### src/rtl/mstp_regs.vh
`ifndef MSTP_REGS_VH
`define MSTP_REGS_VH

// Wishbone register offsets (byte addresses)
`define MSTP_OFS_OFF_TIME  8'h00
`define MSTP_OFS_BLANK     8'h04
`define MSTP_OFS_FAST      8'h08
`define MSTP_OFS_STATUS    8'h0C

// Status register field positions
`define MSTP_ST_POS_LSB    0
`define MSTP_ST_HOME       6
`define MSTP_ST_POL1       7
`define MSTP_ST_POL2       8
`define MSTP_ST_DEC1_LSB   9
`define MSTP_ST_DEC2_LSB   11
`define MSTP_ST_DRV_OK     13

// Clock and timing
`define MSTP_CLK_KHZ       20000
`define MSTP_TOFF_NS       38000
`define MSTP_TBLANK_NS     950
`define MSTP_TFAST_NS      9500
`define MSTP_TOFF_CYC      ((`MSTP_TOFF_NS * `MSTP_CLK_KHZ) / 1000000)
`define MSTP_TBLANK_CYC    ((`MSTP_TBLANK_NS * `MSTP_CLK_KHZ) / 1000000)
`define MSTP_TFAST_CYC     ((`MSTP_TFAST_NS * `MSTP_CLK_KHZ) / 1000000)
`define MSTP_STEP_MIN_NS   1000
`define MSTP_WAKE_NS       1000000

// Translator
`define MSTP_HOME_POS      6'h08
`define MSTP_INC_FULL      6'h10
`define MSTP_INC_HALF      6'h08
`define MSTP_INC_QUARTER   6'h04
`define MSTP_INC_SIXTEENTH 6'h01

// Decay modes
`define MSTP_DEC_SLOW      2'h0
`define MSTP_DEC_FAST      2'h1
`define MSTP_DEC_MIXED     2'h2

// Decay-select level codes
`define MSTP_LVL_FAST      2'h0
`define MSTP_LVL_MIXED     2'h1

`endif

### src/rtl/mstp_dummy_none.v
`timescale 1ns/1ns
`default_nettype none
`default_nettype wire

### src/rtl/mstp_core.v
`timescale 1ns/1ns
`default_nettype none
`include "mstp_regs.vh"

// Function
// - Reset loads home, polarity, mixed decay
// - Step rise advances one resolution increment
// - Select pairs pick full/half/quarter/sixteenth
// - Resolution sampled only at step rise
// - Direction sampled only at step rise
// - Falling level uses select decay, else slow
// - Reset input: home, outputs off, ignore steps
// - Home indicator true at home position, low while reset is held
// - Enable gates outputs; translator still runs
// - Trip turns off source or both sides
// - Fixed off-time then new on-phase
// - Blank comparator after each switching
// - Overtemp or pump undervoltage disables outputs
// - Sink-gate supply fault disables outputs
// - Supply lockout disables drivers, homes translator
// - Sleep disables stages; wake starts at home
// - Select level picks slow, fast, mixed
// - Mixed: fast first, then slow remainder
// - Rectify active; stop at zero current
// - Rectify control high disables rectification
// - Home is 45 degrees, both positive
// - Cosine/sine table, sixteen per quarter
module mstp_core (
  input  wire        clk_i,                  // 20 MHz clock
  input  wire        rst_i,                  // Synchronous reset, active high
  input  wire        cyc_i,                  // Wishbone cycle
  input  wire        stb_i,                  // Wishbone strobe
  input  wire        we_i,                   // Wishbone write enable
  input  wire [7:0]  adr_i,                  // Wishbone byte address
  input  wire [3:0]  sel_i,                  // Wishbone byte selects
  input  wire [31:0] dat_i,                  // Wishbone write data
  output wire [31:0] dat_o,                  // Wishbone read data
  output wire        ack_o,                  // Wishbone acknowledge
  input  wire        step_i,                 // Step input
  input  wire        dir_i,                  // Direction, high = forward
  input  wire        resolution_sel_a_i,     // Resolution select first
  input  wire        resolution_sel_b_i,     // Resolution select second
  input  wire        reset_n_i,              // Translator reset, active low
  input  wire        enable_n_i,             // Output enable, active low
  input  wire        sleep_n_i,              // Sleep, active low
  input  wire [1:0]  decay_select_level_i,   // Decay-select level code
  input  wire        sync_rectify_ctl_i,     // High disables rectification
  input  wire        over_temp_i,            // Overtemperature fault
  input  wire        pump_uv_i,              // Charge pump undervoltage
  input  wire        sink_gate_fault_i,      // Sink-gate supply fault
  input  wire        supply_lockout_i,       // Logic supply undervoltage
  input  wire [1:0]  sense_trip_i,           // Per-bridge current comparator
  input  wire [1:0]  zero_current_i,         // Per-bridge zero current detect
  output wire [1:0]  src_a_o,                // Per-bridge source, side A
  output wire [1:0]  src_b_o,                // Per-bridge source, side B
  output wire [1:0]  snk_a_o,                // Per-bridge sink, side A
  output wire [1:0]  snk_b_o,                // Per-bridge sink, side B
  output wire [7:0]  dac1_o,                 // Phase 1 current magnitude
  output wire [7:0]  dac2_o,                 // Phase 2 current magnitude
  output wire [1:0]  pol_o,                  // Per-phase polarity, 1 = positive
  output wire        home_o                  // Home indicator
);

  localparam ST_ON  = 1'b0;
  localparam ST_OFF = 1'b1;
  // Full-width copies so the 16-bit timing registers take a deliberate slice
  localparam [31:0] TOFF_RST   = `MSTP_TOFF_CYC;
  localparam [31:0] TBLANK_RST = `MSTP_TBLANK_CYC;
  localparam [31:0] TFAST_RST  = `MSTP_TFAST_CYC;

  reg  [15:0] off_time_ff;
  reg  [15:0] blank_ff;
  reg  [15:0] fast_ff;
  reg  [31:0] dat_ff;
  reg         ack_ff;
  reg         step_q_ff;
  reg  [5:0]  pos_ff;
  reg  [7:0]  mag1_ff;
  reg  [7:0]  mag2_ff;
  reg  [1:0]  pol_ff;
  reg  [1:0]  dec1_ff;
  reg  [1:0]  dec2_ff;
  reg         home_ff;
  reg         drv_ok_ff;

  wire        home_force;
  wire        step_rise;
  wire        drv_ok;
  wire        wb_req;
  wire        wb_map;
  reg  [5:0]  inc;
  reg  [5:0]  nxt_pos;
  reg  [1:0]  sel_dec;
  wire [8:0]  ph1;
  wire [8:0]  ph2;
  wire [1:0]  dec_v [0:1];
  wire [7:0]  mag_v [0:1];
  wire [1:0]  pol_v;

  function [7:0] sin_lut;
    input [4:0] k;
    begin
      case (k)
        5'h00: sin_lut = 8'h00;
        5'h01: sin_lut = 8'h19;
        5'h02: sin_lut = 8'h32;
        5'h03: sin_lut = 8'h4A;
        5'h04: sin_lut = 8'h62;
        5'h05: sin_lut = 8'h78;
        5'h06: sin_lut = 8'h8E;
        5'h07: sin_lut = 8'hA2;
        5'h08: sin_lut = 8'hB4;
        5'h09: sin_lut = 8'hC5;
        5'h0A: sin_lut = 8'hD4;
        5'h0B: sin_lut = 8'hE1;
        5'h0C: sin_lut = 8'hEC;
        5'h0D: sin_lut = 8'hF4;
        5'h0E: sin_lut = 8'hFA;
        5'h0F: sin_lut = 8'hFE;
        default: sin_lut = 8'hFF;
      endcase
    end
  endfunction

  // Returns {negative, magnitude}; cosine selects phase 1
  function [8:0] phase_val;
    input [5:0] p;
    input       cosine;
    reg   [4:0] idx;
    reg         neg;
    begin
      idx = (cosine ^ p[4]) ? (5'h10 - {1'b0, p[3:0]}) : {1'b0, p[3:0]};
      neg = cosine ? (p[5] ^ p[4]) : p[5];
      phase_val = {neg, sin_lut(idx)};
    end
  endfunction

  // Sleep also homes so that wake-up starts from the home position
  assign home_force = rst_i | ~reset_n_i | supply_lockout_i | ~sleep_n_i;
  assign step_rise  = step_i & ~step_q_ff & ~home_force;
  assign drv_ok     = reset_n_i & ~enable_n_i & sleep_n_i & ~over_temp_i & ~pump_uv_i &
                      ~sink_gate_fault_i & ~supply_lockout_i;

  always @* begin
    case ({resolution_sel_b_i, resolution_sel_a_i})
      2'b00:   inc = `MSTP_INC_FULL;
      2'b01:   inc = `MSTP_INC_HALF;
      2'b10:   inc = `MSTP_INC_QUARTER;
      default: inc = `MSTP_INC_SIXTEENTH;
    endcase
    if (dir_i)
      nxt_pos = pos_ff + inc;
    else
      nxt_pos = pos_ff - inc;
    case (decay_select_level_i)
      `MSTP_LVL_FAST:  sel_dec = `MSTP_DEC_FAST;
      `MSTP_LVL_MIXED: sel_dec = `MSTP_DEC_MIXED;
      default:         sel_dec = `MSTP_DEC_SLOW;
    endcase
  end

  assign ph1 = phase_val(nxt_pos, 1'b1);
  assign ph2 = phase_val(nxt_pos, 1'b0);

  always @(posedge clk_i) begin
    step_q_ff <= step_i;
    drv_ok_ff <= drv_ok & ~rst_i;
    if (home_force) begin
      pos_ff  <= `MSTP_HOME_POS;
      mag1_ff <= 8'hB4;
      mag2_ff <= 8'hB4;
      pol_ff  <= 2'b11;
      dec1_ff <= `MSTP_DEC_MIXED;
      dec2_ff <= `MSTP_DEC_MIXED;
    end else if (step_rise) begin
      pos_ff  <= nxt_pos;
      mag1_ff <= ph1[7:0];
      mag2_ff <= ph2[7:0];
      pol_ff  <= {~ph2[8], ~ph1[8]};
      dec1_ff <= (ph1[7:0] < mag1_ff) ? sel_dec : `MSTP_DEC_SLOW;
      dec2_ff <= (ph2[7:0] < mag2_ff) ? sel_dec : `MSTP_DEC_SLOW;
    end
    // Low while reset is held even though the position is home
    home_ff <= ~rst_i & reset_n_i & (home_force | (pos_ff == `MSTP_HOME_POS));
  end

  assign dec_v[0] = dec1_ff;
  assign dec_v[1] = dec2_ff;
  assign mag_v[0] = mag1_ff;
  assign mag_v[1] = mag2_ff;
  assign pol_v    = pol_ff;

  genvar b;
  generate
    for (b = 0; b < 2; b = b + 1) begin : g_bridge
      reg        state_ff;
      reg [15:0] blank_cnt_ff;
      reg [15:0] off_cnt_ff;
      reg [15:0] fast_cnt_ff;
      reg        zc_ff;
      reg        src_a_ff;
      reg        src_b_ff;
      reg        snk_a_ff;
      reg        snk_b_ff;
      reg        nxt_src_a;
      reg        nxt_src_b;
      reg        nxt_snk_a;
      reg        nxt_snk_b;
      reg        fast_now;
      wire       trip;

      // Comparator ignored while blanking runs
      assign trip = sense_trip_i[b] & (blank_cnt_ff == 16'h0000);

      always @(posedge clk_i) begin
        if (rst_i || !drv_ok) begin
          state_ff     <= ST_ON;
          blank_cnt_ff <= blank_ff;
          off_cnt_ff   <= 16'h0000;
          fast_cnt_ff  <= 16'h0000;
          zc_ff        <= 1'b0;
        end else if (state_ff == ST_ON) begin
          if (blank_cnt_ff != 16'h0000)
            blank_cnt_ff <= blank_cnt_ff - 16'h0001;
          if (trip) begin
            state_ff     <= ST_OFF;
            off_cnt_ff   <= off_time_ff;
            fast_cnt_ff  <= (dec_v[b] == `MSTP_DEC_MIXED) ? fast_ff : 16'h0000;
            blank_cnt_ff <= blank_ff;
            zc_ff        <= 1'b0;
          end
        end else begin
          if (blank_cnt_ff != 16'h0000)
            blank_cnt_ff <= blank_cnt_ff - 16'h0001;
          if (fast_cnt_ff != 16'h0000)
            fast_cnt_ff <= fast_cnt_ff - 16'h0001;
          if (zero_current_i[b])
            zc_ff <= 1'b1;
          if (off_cnt_ff <= 16'h0001) begin
            state_ff     <= ST_ON;
            blank_cnt_ff <= blank_ff;
          end else begin
            off_cnt_ff <= off_cnt_ff - 16'h0001;
          end
        end
      end

      always @* begin
        nxt_src_a = 1'b0;
        nxt_src_b = 1'b0;
        nxt_snk_a = 1'b0;
        nxt_snk_b = 1'b0;
        fast_now  = (dec_v[b] == `MSTP_DEC_FAST) ||
                    ((dec_v[b] == `MSTP_DEC_MIXED) && (fast_cnt_ff != 16'h0000));
        if (!drv_ok || rst_i) begin
          nxt_src_a = 1'b0;
        end else if (state_ff == ST_ON) begin
          nxt_src_a = pol_v[b];
          nxt_snk_b = pol_v[b];
          nxt_src_b = ~pol_v[b];
          nxt_snk_a = ~pol_v[b];
        end else if (!fast_now) begin
          // Slow decay: source off, diagonal sink stays on
          nxt_snk_b = pol_v[b];
          nxt_snk_a = ~pol_v[b];
          if (!sync_rectify_ctl_i && !zc_ff) begin
            nxt_snk_a = 1'b1;
            nxt_snk_b = 1'b1;
          end
        end else if (!sync_rectify_ctl_i && !zc_ff) begin
          // Fast decay with rectification: opposite diagonal on
          nxt_src_b = pol_v[b];
          nxt_snk_a = pol_v[b];
          nxt_src_a = ~pol_v[b];
          nxt_snk_b = ~pol_v[b];
        end
      end

      // Gate drives registered so they leave the block glitch-free
      always @(posedge clk_i) begin
        src_a_ff <= nxt_src_a;
        src_b_ff <= nxt_src_b;
        snk_a_ff <= nxt_snk_a;
        snk_b_ff <= nxt_snk_b;
      end

      assign src_a_o[b] = src_a_ff;
      assign src_b_o[b] = src_b_ff;
      assign snk_a_o[b] = snk_a_ff;
      assign snk_b_o[b] = snk_b_ff;
    end
  endgenerate

  assign wb_req = cyc_i & stb_i & ~ack_ff;
  assign wb_map = (adr_i[7:4] == 4'h0);

  always @(posedge clk_i) begin
    if (rst_i) begin
      off_time_ff <= TOFF_RST[15:0];
      blank_ff    <= TBLANK_RST[15:0];
      fast_ff     <= TFAST_RST[15:0];
      ack_ff      <= 1'b0;
      dat_ff      <= 32'h00000000;
    end else begin
      ack_ff <= wb_req;
      if (wb_req && we_i && wb_map) begin
        case ({4'h0, adr_i[3:2], 2'b00})
          `MSTP_OFS_OFF_TIME: begin
            if (sel_i[0]) off_time_ff[7:0]  <= dat_i[7:0];
            if (sel_i[1]) off_time_ff[15:8] <= dat_i[15:8];
          end
          `MSTP_OFS_BLANK: begin
            if (sel_i[0]) blank_ff[7:0]  <= dat_i[7:0];
            if (sel_i[1]) blank_ff[15:8] <= dat_i[15:8];
          end
          `MSTP_OFS_FAST: begin
            if (sel_i[0]) fast_ff[7:0]  <= dat_i[7:0];
            if (sel_i[1]) fast_ff[15:8] <= dat_i[15:8];
          end
          default: begin
          end
        endcase
      end
      dat_ff <= 32'h00000000;
      if (wb_req && !we_i && wb_map) begin
        case ({4'h0, adr_i[3:2], 2'b00})
          `MSTP_OFS_OFF_TIME: dat_ff <= {16'h0000, off_time_ff};
          `MSTP_OFS_BLANK:    dat_ff <= {16'h0000, blank_ff};
          `MSTP_OFS_FAST:     dat_ff <= {16'h0000, fast_ff};
          default: begin
            dat_ff[`MSTP_ST_POS_LSB+5:`MSTP_ST_POS_LSB]   <= pos_ff;
            dat_ff[`MSTP_ST_HOME]                         <= home_ff;
            dat_ff[`MSTP_ST_POL1]                         <= pol_ff[0];
            dat_ff[`MSTP_ST_POL2]                         <= pol_ff[1];
            dat_ff[`MSTP_ST_DEC1_LSB+1:`MSTP_ST_DEC1_LSB] <= dec1_ff;
            dat_ff[`MSTP_ST_DEC2_LSB+1:`MSTP_ST_DEC2_LSB] <= dec2_ff;
            dat_ff[`MSTP_ST_DRV_OK]                       <= drv_ok_ff;
          end
        endcase
      end
    end
  end

  assign dat_o  = dat_ff;
  assign ack_o  = ack_ff;
  assign dac1_o = mag1_ff;
  assign dac2_o = mag2_ff;
  assign pol_o  = pol_ff;
  assign home_o = home_ff;

endmodule

`default_nettype wire

### config.mk
export PLATFORM = sky130hd
export DESIGN_NAME = mstp_core
export DESIGN_NICKNAME = d
export VERILOG_FILES = /design/src/rtl/mstp_dummy_none.v /design/src/rtl/mstp_core.v
export VERILOG_INCLUDE_DIRS = /design/src /design/src/rtl
export SDC_FILE = /design/constraint.sdc
export NUM_CORES = 1
export LEC_CHECK = 0
export BUFFER_PORTS_ARGS = -buffer_cell sky130_fd_sc_hd__buf_2
export CORE_MARGIN = 4
export CORE_UTILIZATION = 65
export CTS_BUF_LIST = sky130_fd_sc_hd__clkbuf_8
export DETAILED_ROUTE_END_ITERATION = 10
export PLACE_DENSITY = 0.9
export SKIP_CTS_REPAIR_TIMING = 1
export SLEW_MARGIN = 20
export SYNTH_ARGS = -nofsm -noshare
export SYNTH_HDL_FRONTEND = slang
export SYNTH_SLANG_ARGS = --single-unit
### constraint.sdc
create_clock -name clk_i -period 7.5 [get_ports clk_i]
set_input_delay 1.125 -clock clk_i [delete_from_list [all_inputs] [get_ports clk_i]]
set_output_delay 1.125 -clock clk_i [all_outputs]
set_load 0.01 [all_outputs]
Word-level counts from Yosys, hierarchy flattened
Memories as Yosys holds them, arrays and structs flattened.
Index checks and enable logic that the tools add are counted.
Cells by class
  order comparisons: 4
  mux-type cells: 71
  shift operators: 0
  bitwise operators: 36
  divide/modulo/power cells: 0
  equal/unequal tests: 16
  reductions and logical operators: 41
  add/sub/neg operators: 9
  $mul: 0
Operator list (count)
  16-bit 2-to-1 mux: 24
  16-bit by 1-bit subtractor with 16-bit output, second input constant: 6
  16-bit nonzero test: 4
  14-bit case mux with 3 select lines: 1
  1-bit 2-to-1 mux: 36
  16-bit by 1-bit <= comparator with 1-bit output, second input constant: 2
  16-bit logical NOT: 2
  3-bit AND reduction: 6
  8-bit < comparator: 2
  8-bit 2-to-1 mux: 2
  1-bit NOT: 16
  1-bit bitwise AND: 15
  5-bit case mux with 3 select lines: 1
  2-bit AND reduction: 6
  2-bit by 1-bit == test with 1-bit output, second input constant: 5
  5-bit 2-to-1 mux: 2
  2-bit == test, second input constant: 4
  1-bit logical AND: 8
  2-bit != test, second input constant: 4
  6-bit adder: 1
  6-bit by 4-bit == test with 1-bit output, second input constant: 1
  2-bit logical NOT: 3
  6-bit 2-to-1 mux: 1
  2-bit case mux with 3 select lines: 1
  12 further kinds: 24
Word-level totals
  input port bits: 67
  memory bits (writable): 0
  logic and storage cells: 214
  ROM bits: 256
  output and inout port bits: 60
  register bits after elaboration: 220
  latch bits: 0
  memories: 2
Memories
  (name not given): depth 16, bits a word 8, rd ports 1, clocked after Yosys merged registers in 0, write ports 0, RTL line mstp_core.v:103  | case (k)
  (name not given): depth 16, bits a word 8, rd ports 1, clocked after Yosys merged registers in 0, write ports 0, RTL line mstp_core.v:103

Longest topological paths before layout
  depth after elaboration: 10
  mapped depth: 22
  depth with buffers taken out: 22

Worst setup path after synthesis
Ideal clock, no wire load.
  path kind: input to register
  start: in resolution_sel_b_i
  end: reg dec1_ff[0]
  arrival: 5.166 ns
  path slack: 2.260 ns
  stages on the path: 21
  data required time: 7.426 ns
  path buffers: 1
  setup time: 0.074 ns
  path through: and2_1 -> ha_1 -> fa_1 -> inv_1 -> ha_1 -> clkbuf_1 -> or3_1 -> mux2i_1 -> o211ai_1 -> and2_1 -> or4_1 -> a21oi_1 -> inv_1 -> ha_1 -> a21oi_1 -> nor2b_1 -> o21ai_0 -> o21ai_0 -> nor3_1 -> a31oi_1 -> o21ai_0
Between the ends
  longest elaborated chain between the ends: 10
  elaborated cells between the ends (all ways): 13
  those cells by class: 3 x add/sub; 1 x order compare; 2 x eq/ne; 5 x mux; 1 x reduce/logical; 1 x memory
RTL lines
  start, declared: RTL line mstp_core.v:42  | input wire resolution_sel_b_i,
  2-bit == test (tied with other cells): RTL line mstp_core.v:145  | case ({resolution_sel_b_i, resolution_sel_a_i})
  5-bit case mux with 3 select lines (*): RTL line mstp_core.v:145
  6-bit subtractor or 6-bit adder (tied branches): RTL line mstp_core.v:154, mstp_core.v:152
  6-bit 2-to-1 mux (*): RTL line mstp_core.v:151  | if (dir_i)
  net nxt_pos[1]: RTL line mstp_core.v:92  | reg [5:0] nxt_pos;
  5-bit by 4-bit subtractor with 5-bit output: RTL line mstp_core.v:132  | idx = (cosine ^ p[4]) ? (5'h10 - {1'b0, p[3:0]}) : {1'b0, p[3:0]};
  5-bit 2-to-1 mux (*): RTL line mstp_core.v:132
  memory read 16 x 8 bit
  8-bit 2-to-1 mux (*): RTL line mstp_core.v:103
  net ph1[5]: RTL line mstp_core.v:94  | wire [8:0] ph1;
  8-bit < comparator (*): RTL line mstp_core.v:180  | dec1_ff <= (ph1[7:0] < mag1_ff) ? sel_dec : `MSTP_DEC_SLOW;
  2-bit 2-to-1 mux (no source line) (*)
  end signal, assigned: RTL line mstp_core.v:173  | dec1_ff <= `MSTP_DEC_MIXED;
  end signal, assigned: RTL line mstp_core.v:180
  end, declared: RTL line mstp_core.v:81  | reg [1:0] dec1_ff;
Mark *: on every way through the listed nets, which the timed path passes. The rest lies on a longest branch.
A chain may end at the register's enable or synchronous reset.

Worst setup path in the final report
  start: in resolution_sel_b_i
  end: reg dec1_ff[1]
The elaborated chain is that of the path after synthesis.

==> flow_summary.rst <==
.. list-table::
   :header-rows: 1

   * - Metric
     - Value
   * - Number of nets in the finished design
     - ~1600
   * - Number of remaining DRC errors
     - 0
   * - Count of buffer and inverter cells on the critical path
     - 4
   * - Maximum number of pins on one net before global-route repair
     - 79
   * - Crit Path Class
     - in2reg
   * - Worst Hold Class
     - reg2reg
   * - Number of buffers inserted by port buffering
     - 90
   * - Fmax
     - approximately 180 MHz
   * - Overall global routing resource usage
     - a little under a third
   * - Instance count of the mapped netlist
     - ~1400
   * - Final GP Congestion
     - about 0.96
   * - Area share of xor/xnor cells in the synthesized design
     - 3.246%
   * - Number of max-cap violations
     - 0
   * - Crit-path most repeated cell
     - ha_1
   * - Ratio of routed vias to standard cells
     - between 6 and 7
   * - Share of final-layout standard cells stronger than drive strength 1
     - 14.04%
   * - Skew final
     - 0.04641 ns
   * - Worst Path Arrival
     - about 6 ns
   * - Cell chain of the critical path
     - buf_2 > and2_1 > ha_1 > inv_1 > ha_1 > nand2b_1 > a22oi_1 > nor2_1 > inv_1 > ha_1 > and2_1 > or4_1 > a21oi_1 > inv_1 > ha_1 > nand4_1 > o21ai_0 > nor3_1 > a31oi_1 > o21ai_0
   * - End-of-flow core utilization
     - between 70% and 80%
   * - Share of the cycle needed by the critical path after routing
     - between 70 and 80%
   * - TritonCTS clock tree
     - yes
   * - Max Fanout on Critical Path
     - 18
   * - Post-route cell area
     - ~13000 um^2
   * - First DRT Iteration DRCs
     - about 1400
   * - Fraction of power consumed by sequential logic
     - 46.8%
   * - Fraction of power spent switching nets
     - about a quarter
   * - Result of the run
     - completed
   * - Data required time of the worst path
     - 7.88 ns
   * - Final Setup Violations
     - 0
   * - Overall power after layout
     - approximately 2.3 mW
   * - First drt pass iteration count
     - 5
   * - Pwr dens
     - between 150 and 200 nW/um^2
   * - Adder and majority gate portion of the synthesized area
     - 4.285%
   * - Total die area
     - 19990 um^2
   * - Library cells used by synthesis
     - roughly 90
   * - Most frequent cells in the layout
     - dfxtp_1, nand2_1, nor2_1
   * - Detailed Route WL
     - between 30000 and 40000 um
   * - Insertion delay to the later sink of the worst-skew pair
     - 0.55 ns
   * - Area post-placement
     - about 12000 um^2
   * - Static power due to leakage
     - between 4 and 5 nW
   * - Share of synthesized flip-flops with an asynchronous set or reset
     - 0%
   * - Core Area
     - approximately 17000 um^2
   * - Row count
     - 48
   * - Non-filler cells in the finished layout
     - roughly 1700
   * - Largest delay share family, worst path
     - adder cells
   * - Worst-case setup slack after placement
     - ~1.5 ns
   * - Sinks on Clock Net
     - between 200 and 250
   * - Simple-gate share of the synthesized area
     - between 20% and 30%
   * - Clock-pin slew on the worst setup and hold paths
     - roughly 0.050 ns
   * - Clock network power share
     - 43.1%
   * - Sw Pwr
     - 0.6027 mW
   * - Setup crit end kind
     - register
   * - Portion of total power attributed to combinational logic
     - between 10% and 20%
   * - Clock period minus worst slack
     - roughly 5.6 ns
   * - Via count
     - 11046
   * - First-pass GRT wire length
     - between 50000 and 60000 um
   * - Critical Path Slowest Stage Cell
     - ha_1
   * - Most common cell after layout, fill and taps aside
     - dfxtp_1
   * - Vias in the first global route
     - around 10000
   * - Most common flop cell mapped by yosys
     - dfxtp_1
   * - Internal
     - 1.726 mW
   * - Sequential cell area fraction in the yosys report
     - between 30% and 40%
   * - Cts bufs inserted
     - 35
   * - Number of enable-type register cells in the synthesized netlist
     - 0
   * - Maximum resistive drop on vdd
     - 0.1583 mV
   * - CP Launch Type
     - input pin
   * - Post-synthesis area per instance
     - 8.008 um^2
   * - Total Negative Setup Slacks
     - 0 ns
   * - Final count of hold timing violations
     - 0
   * - Placed Cells
     - ~1700
   * - Overall overflow remaining after global route
     - 0
   * - Starting density of the core
     - between 60% and 70%
   * - Pins over their slew limit
     - 0
   * - Dpl hpwl
     - 22200 um
   * - Setup slack of the critical path after layout
     - about 1.9 ns
   * - Residual antenna-violating net count after detailed routing
     - 0
   * - RSZ-0062 raised after global routing
     - no
   * - Horizontal die dimension
     - ~140 um
   * - Number of antenna violations at the first check in global routing
     - 4
   * - Slew @ Worst Pin
     - between 1 and 1.5 ns
   * - Summed instance area of the synthesized netlist
     - between 10000 and 15000 um^2
   * - Worst-case hold slack
     - 0.4707 ns
   * - Post-synthesis register bit count
     - around 200
   * - Post-synthesis compound-gate area fraction
     - 20.99%
   * - Routed wire per std cell
     - around 18 um
   * - Multiplexer share of the synthesized area
     - around 5%
   * - Number of I/O pins
     - approximately 130
   * - Max incr delay on CP
     - roughly 0.67 ns
   * - Yosys warning count
     - 0
   * - Area Growth Syn to Fin
     - 8.808%
   * - H-tree level count
     - 2
   * - Main combinational cell family by area after synthesis
     - simple AND/OR/NAND/NOR gates
   * - Max-slew headroom
     - roughly a quarter
   * - Die height
     - 141.4 um
   * - Inserted Diodes
     - 0
   * - Clock Tree Buf Depth
     - 3
   * - Root buffer cell
     - clkbuf_8
-- logic make-up after synthesis --
logic type / count (synthesis)
AO/OA/AOI/OAI: 378
XOR/XNOR: 42
adder cells (fa/ha/maj): 39
buffers and inverters: 152
flip-flops: 204
multiplexers: 40
other: 1
AND/OR/NAND/NOR: 588
-- registers in the layout, indices dropped and copies added, names as in the netlist, 6 cells and up --
register / flops
blank_ff: 16
g_bridge.off_cnt_ff: 32
g_bridge.blank_cnt_ff: 32
off_time_ff: 16
dac2_o: 8
g_bridge.fast_cnt_ff: 32
pos_ff: 6
dat_o: 16
fast_ff: 16
dac1_o: 8
-- worst paths after layout --
| check | end | slack [ns] | from | cells past startpoint |
|---|---|---|---|---|
| setup / recovery | dec1_ff[1] | 1.88 | resolution_sel_b_i | 20 |
| hold / removal | g_bridge[0].off_cnt_ff[14] | 0.47 | g_bridge[0].off_cnt_ff[14] | 2 |
| setup reg to reg | dec1_ff[1] | 2.37 | pos_ff[0] | 18 |
| hold reg to reg | g_bridge[0].off_cnt_ff[14] | 0.47 | g_bridge[0].off_cnt_ff[14] | 2 |
-- Yosys cell counts, drive strengths merged, types with 7 or more instances --
cell	count	share of area [%]
nor3b	10	0.65
inv	46	1.5
nand3b	7	0.45
a21oi	112	4.9
mux2	10	0.97
a211o	21	1.6
ha	38	4.1
nor4	20	1.4
nor3	61	2.8
o211ai	11	0.71
a22oi	23	1.5
buf	50	2.9
xor2	20	1.6
xnor2	22	1.7
nand4	12	0.65
mux2i	16	1.4
nand2b	15	0.81
nand2	194	6.3
or4	13	0.89
nor2b	41	2.2
or3	11	0.69
dfxtp	204	35
a21o	10	0.65
a31oi	16	0.87
o21ai	102	4.5
mux4	14	2.7
nand3	23	1.0
clkbuf	56	1.8
nor2	151	5.0
and3	10	0.54
or2	7	0.40
a211oi	15	1.1
o22ai	7	0.38
a221oi	15	1.2
o31a	8	0.62
-- cell type report --
type	count	area (um^2)
multi-input combinational	1103	6829
fill	1289	4775
sequential	204	4084
clock buffer	43	591.8
timing repair buffer	100	533.0
tap	225	281.5
inverter	46	172.7
clock inverter	14	90.09
-- power groups by stage --
stage / clock network (mW) / registers, mW / logic, mW
finish: 1.00 / 1.09 / 0.236
global route: 1.06 / 1.09 / 0.262
CTS: 1.01 / 1.09 / 0.230
detailed placement: 0 / 1.11 / 0.226
global placement: 0 / 1.11 / 0.220
floorplan: 0 / 1.11 / 0.174
-- worst register-to-register path, stage by stage (launching register included) --
cell and delay (ns):
dfxtp_1 0.35, ha_1 0.69, inv_1 0.36, ha_1 0.42, nand2b_1 0.13, a22oi_1 0.08, nor2_1 0.33, inv_1 0.21
ha_1 0.29, and2_1 0.16, or4_1 0.48, a21oi_1 0.22, inv_1 0.07, ha_1 0.30, nand4_1 0.11, o21ai_0 0.25
nor3_1 0.07, a31oi_1 0.32, o21ai_0 0.11
-- metal layers --
metal	track usage (%)	vias to the layer above	share of wire, %
li1	-	5219	-
met2	50.26	533	46
met5	0	-	0.15
met4	16.36	8	5.3
met3	6.808	136	8.8
met1	39.40	5150	40
(Power assumes the default switching activity.)
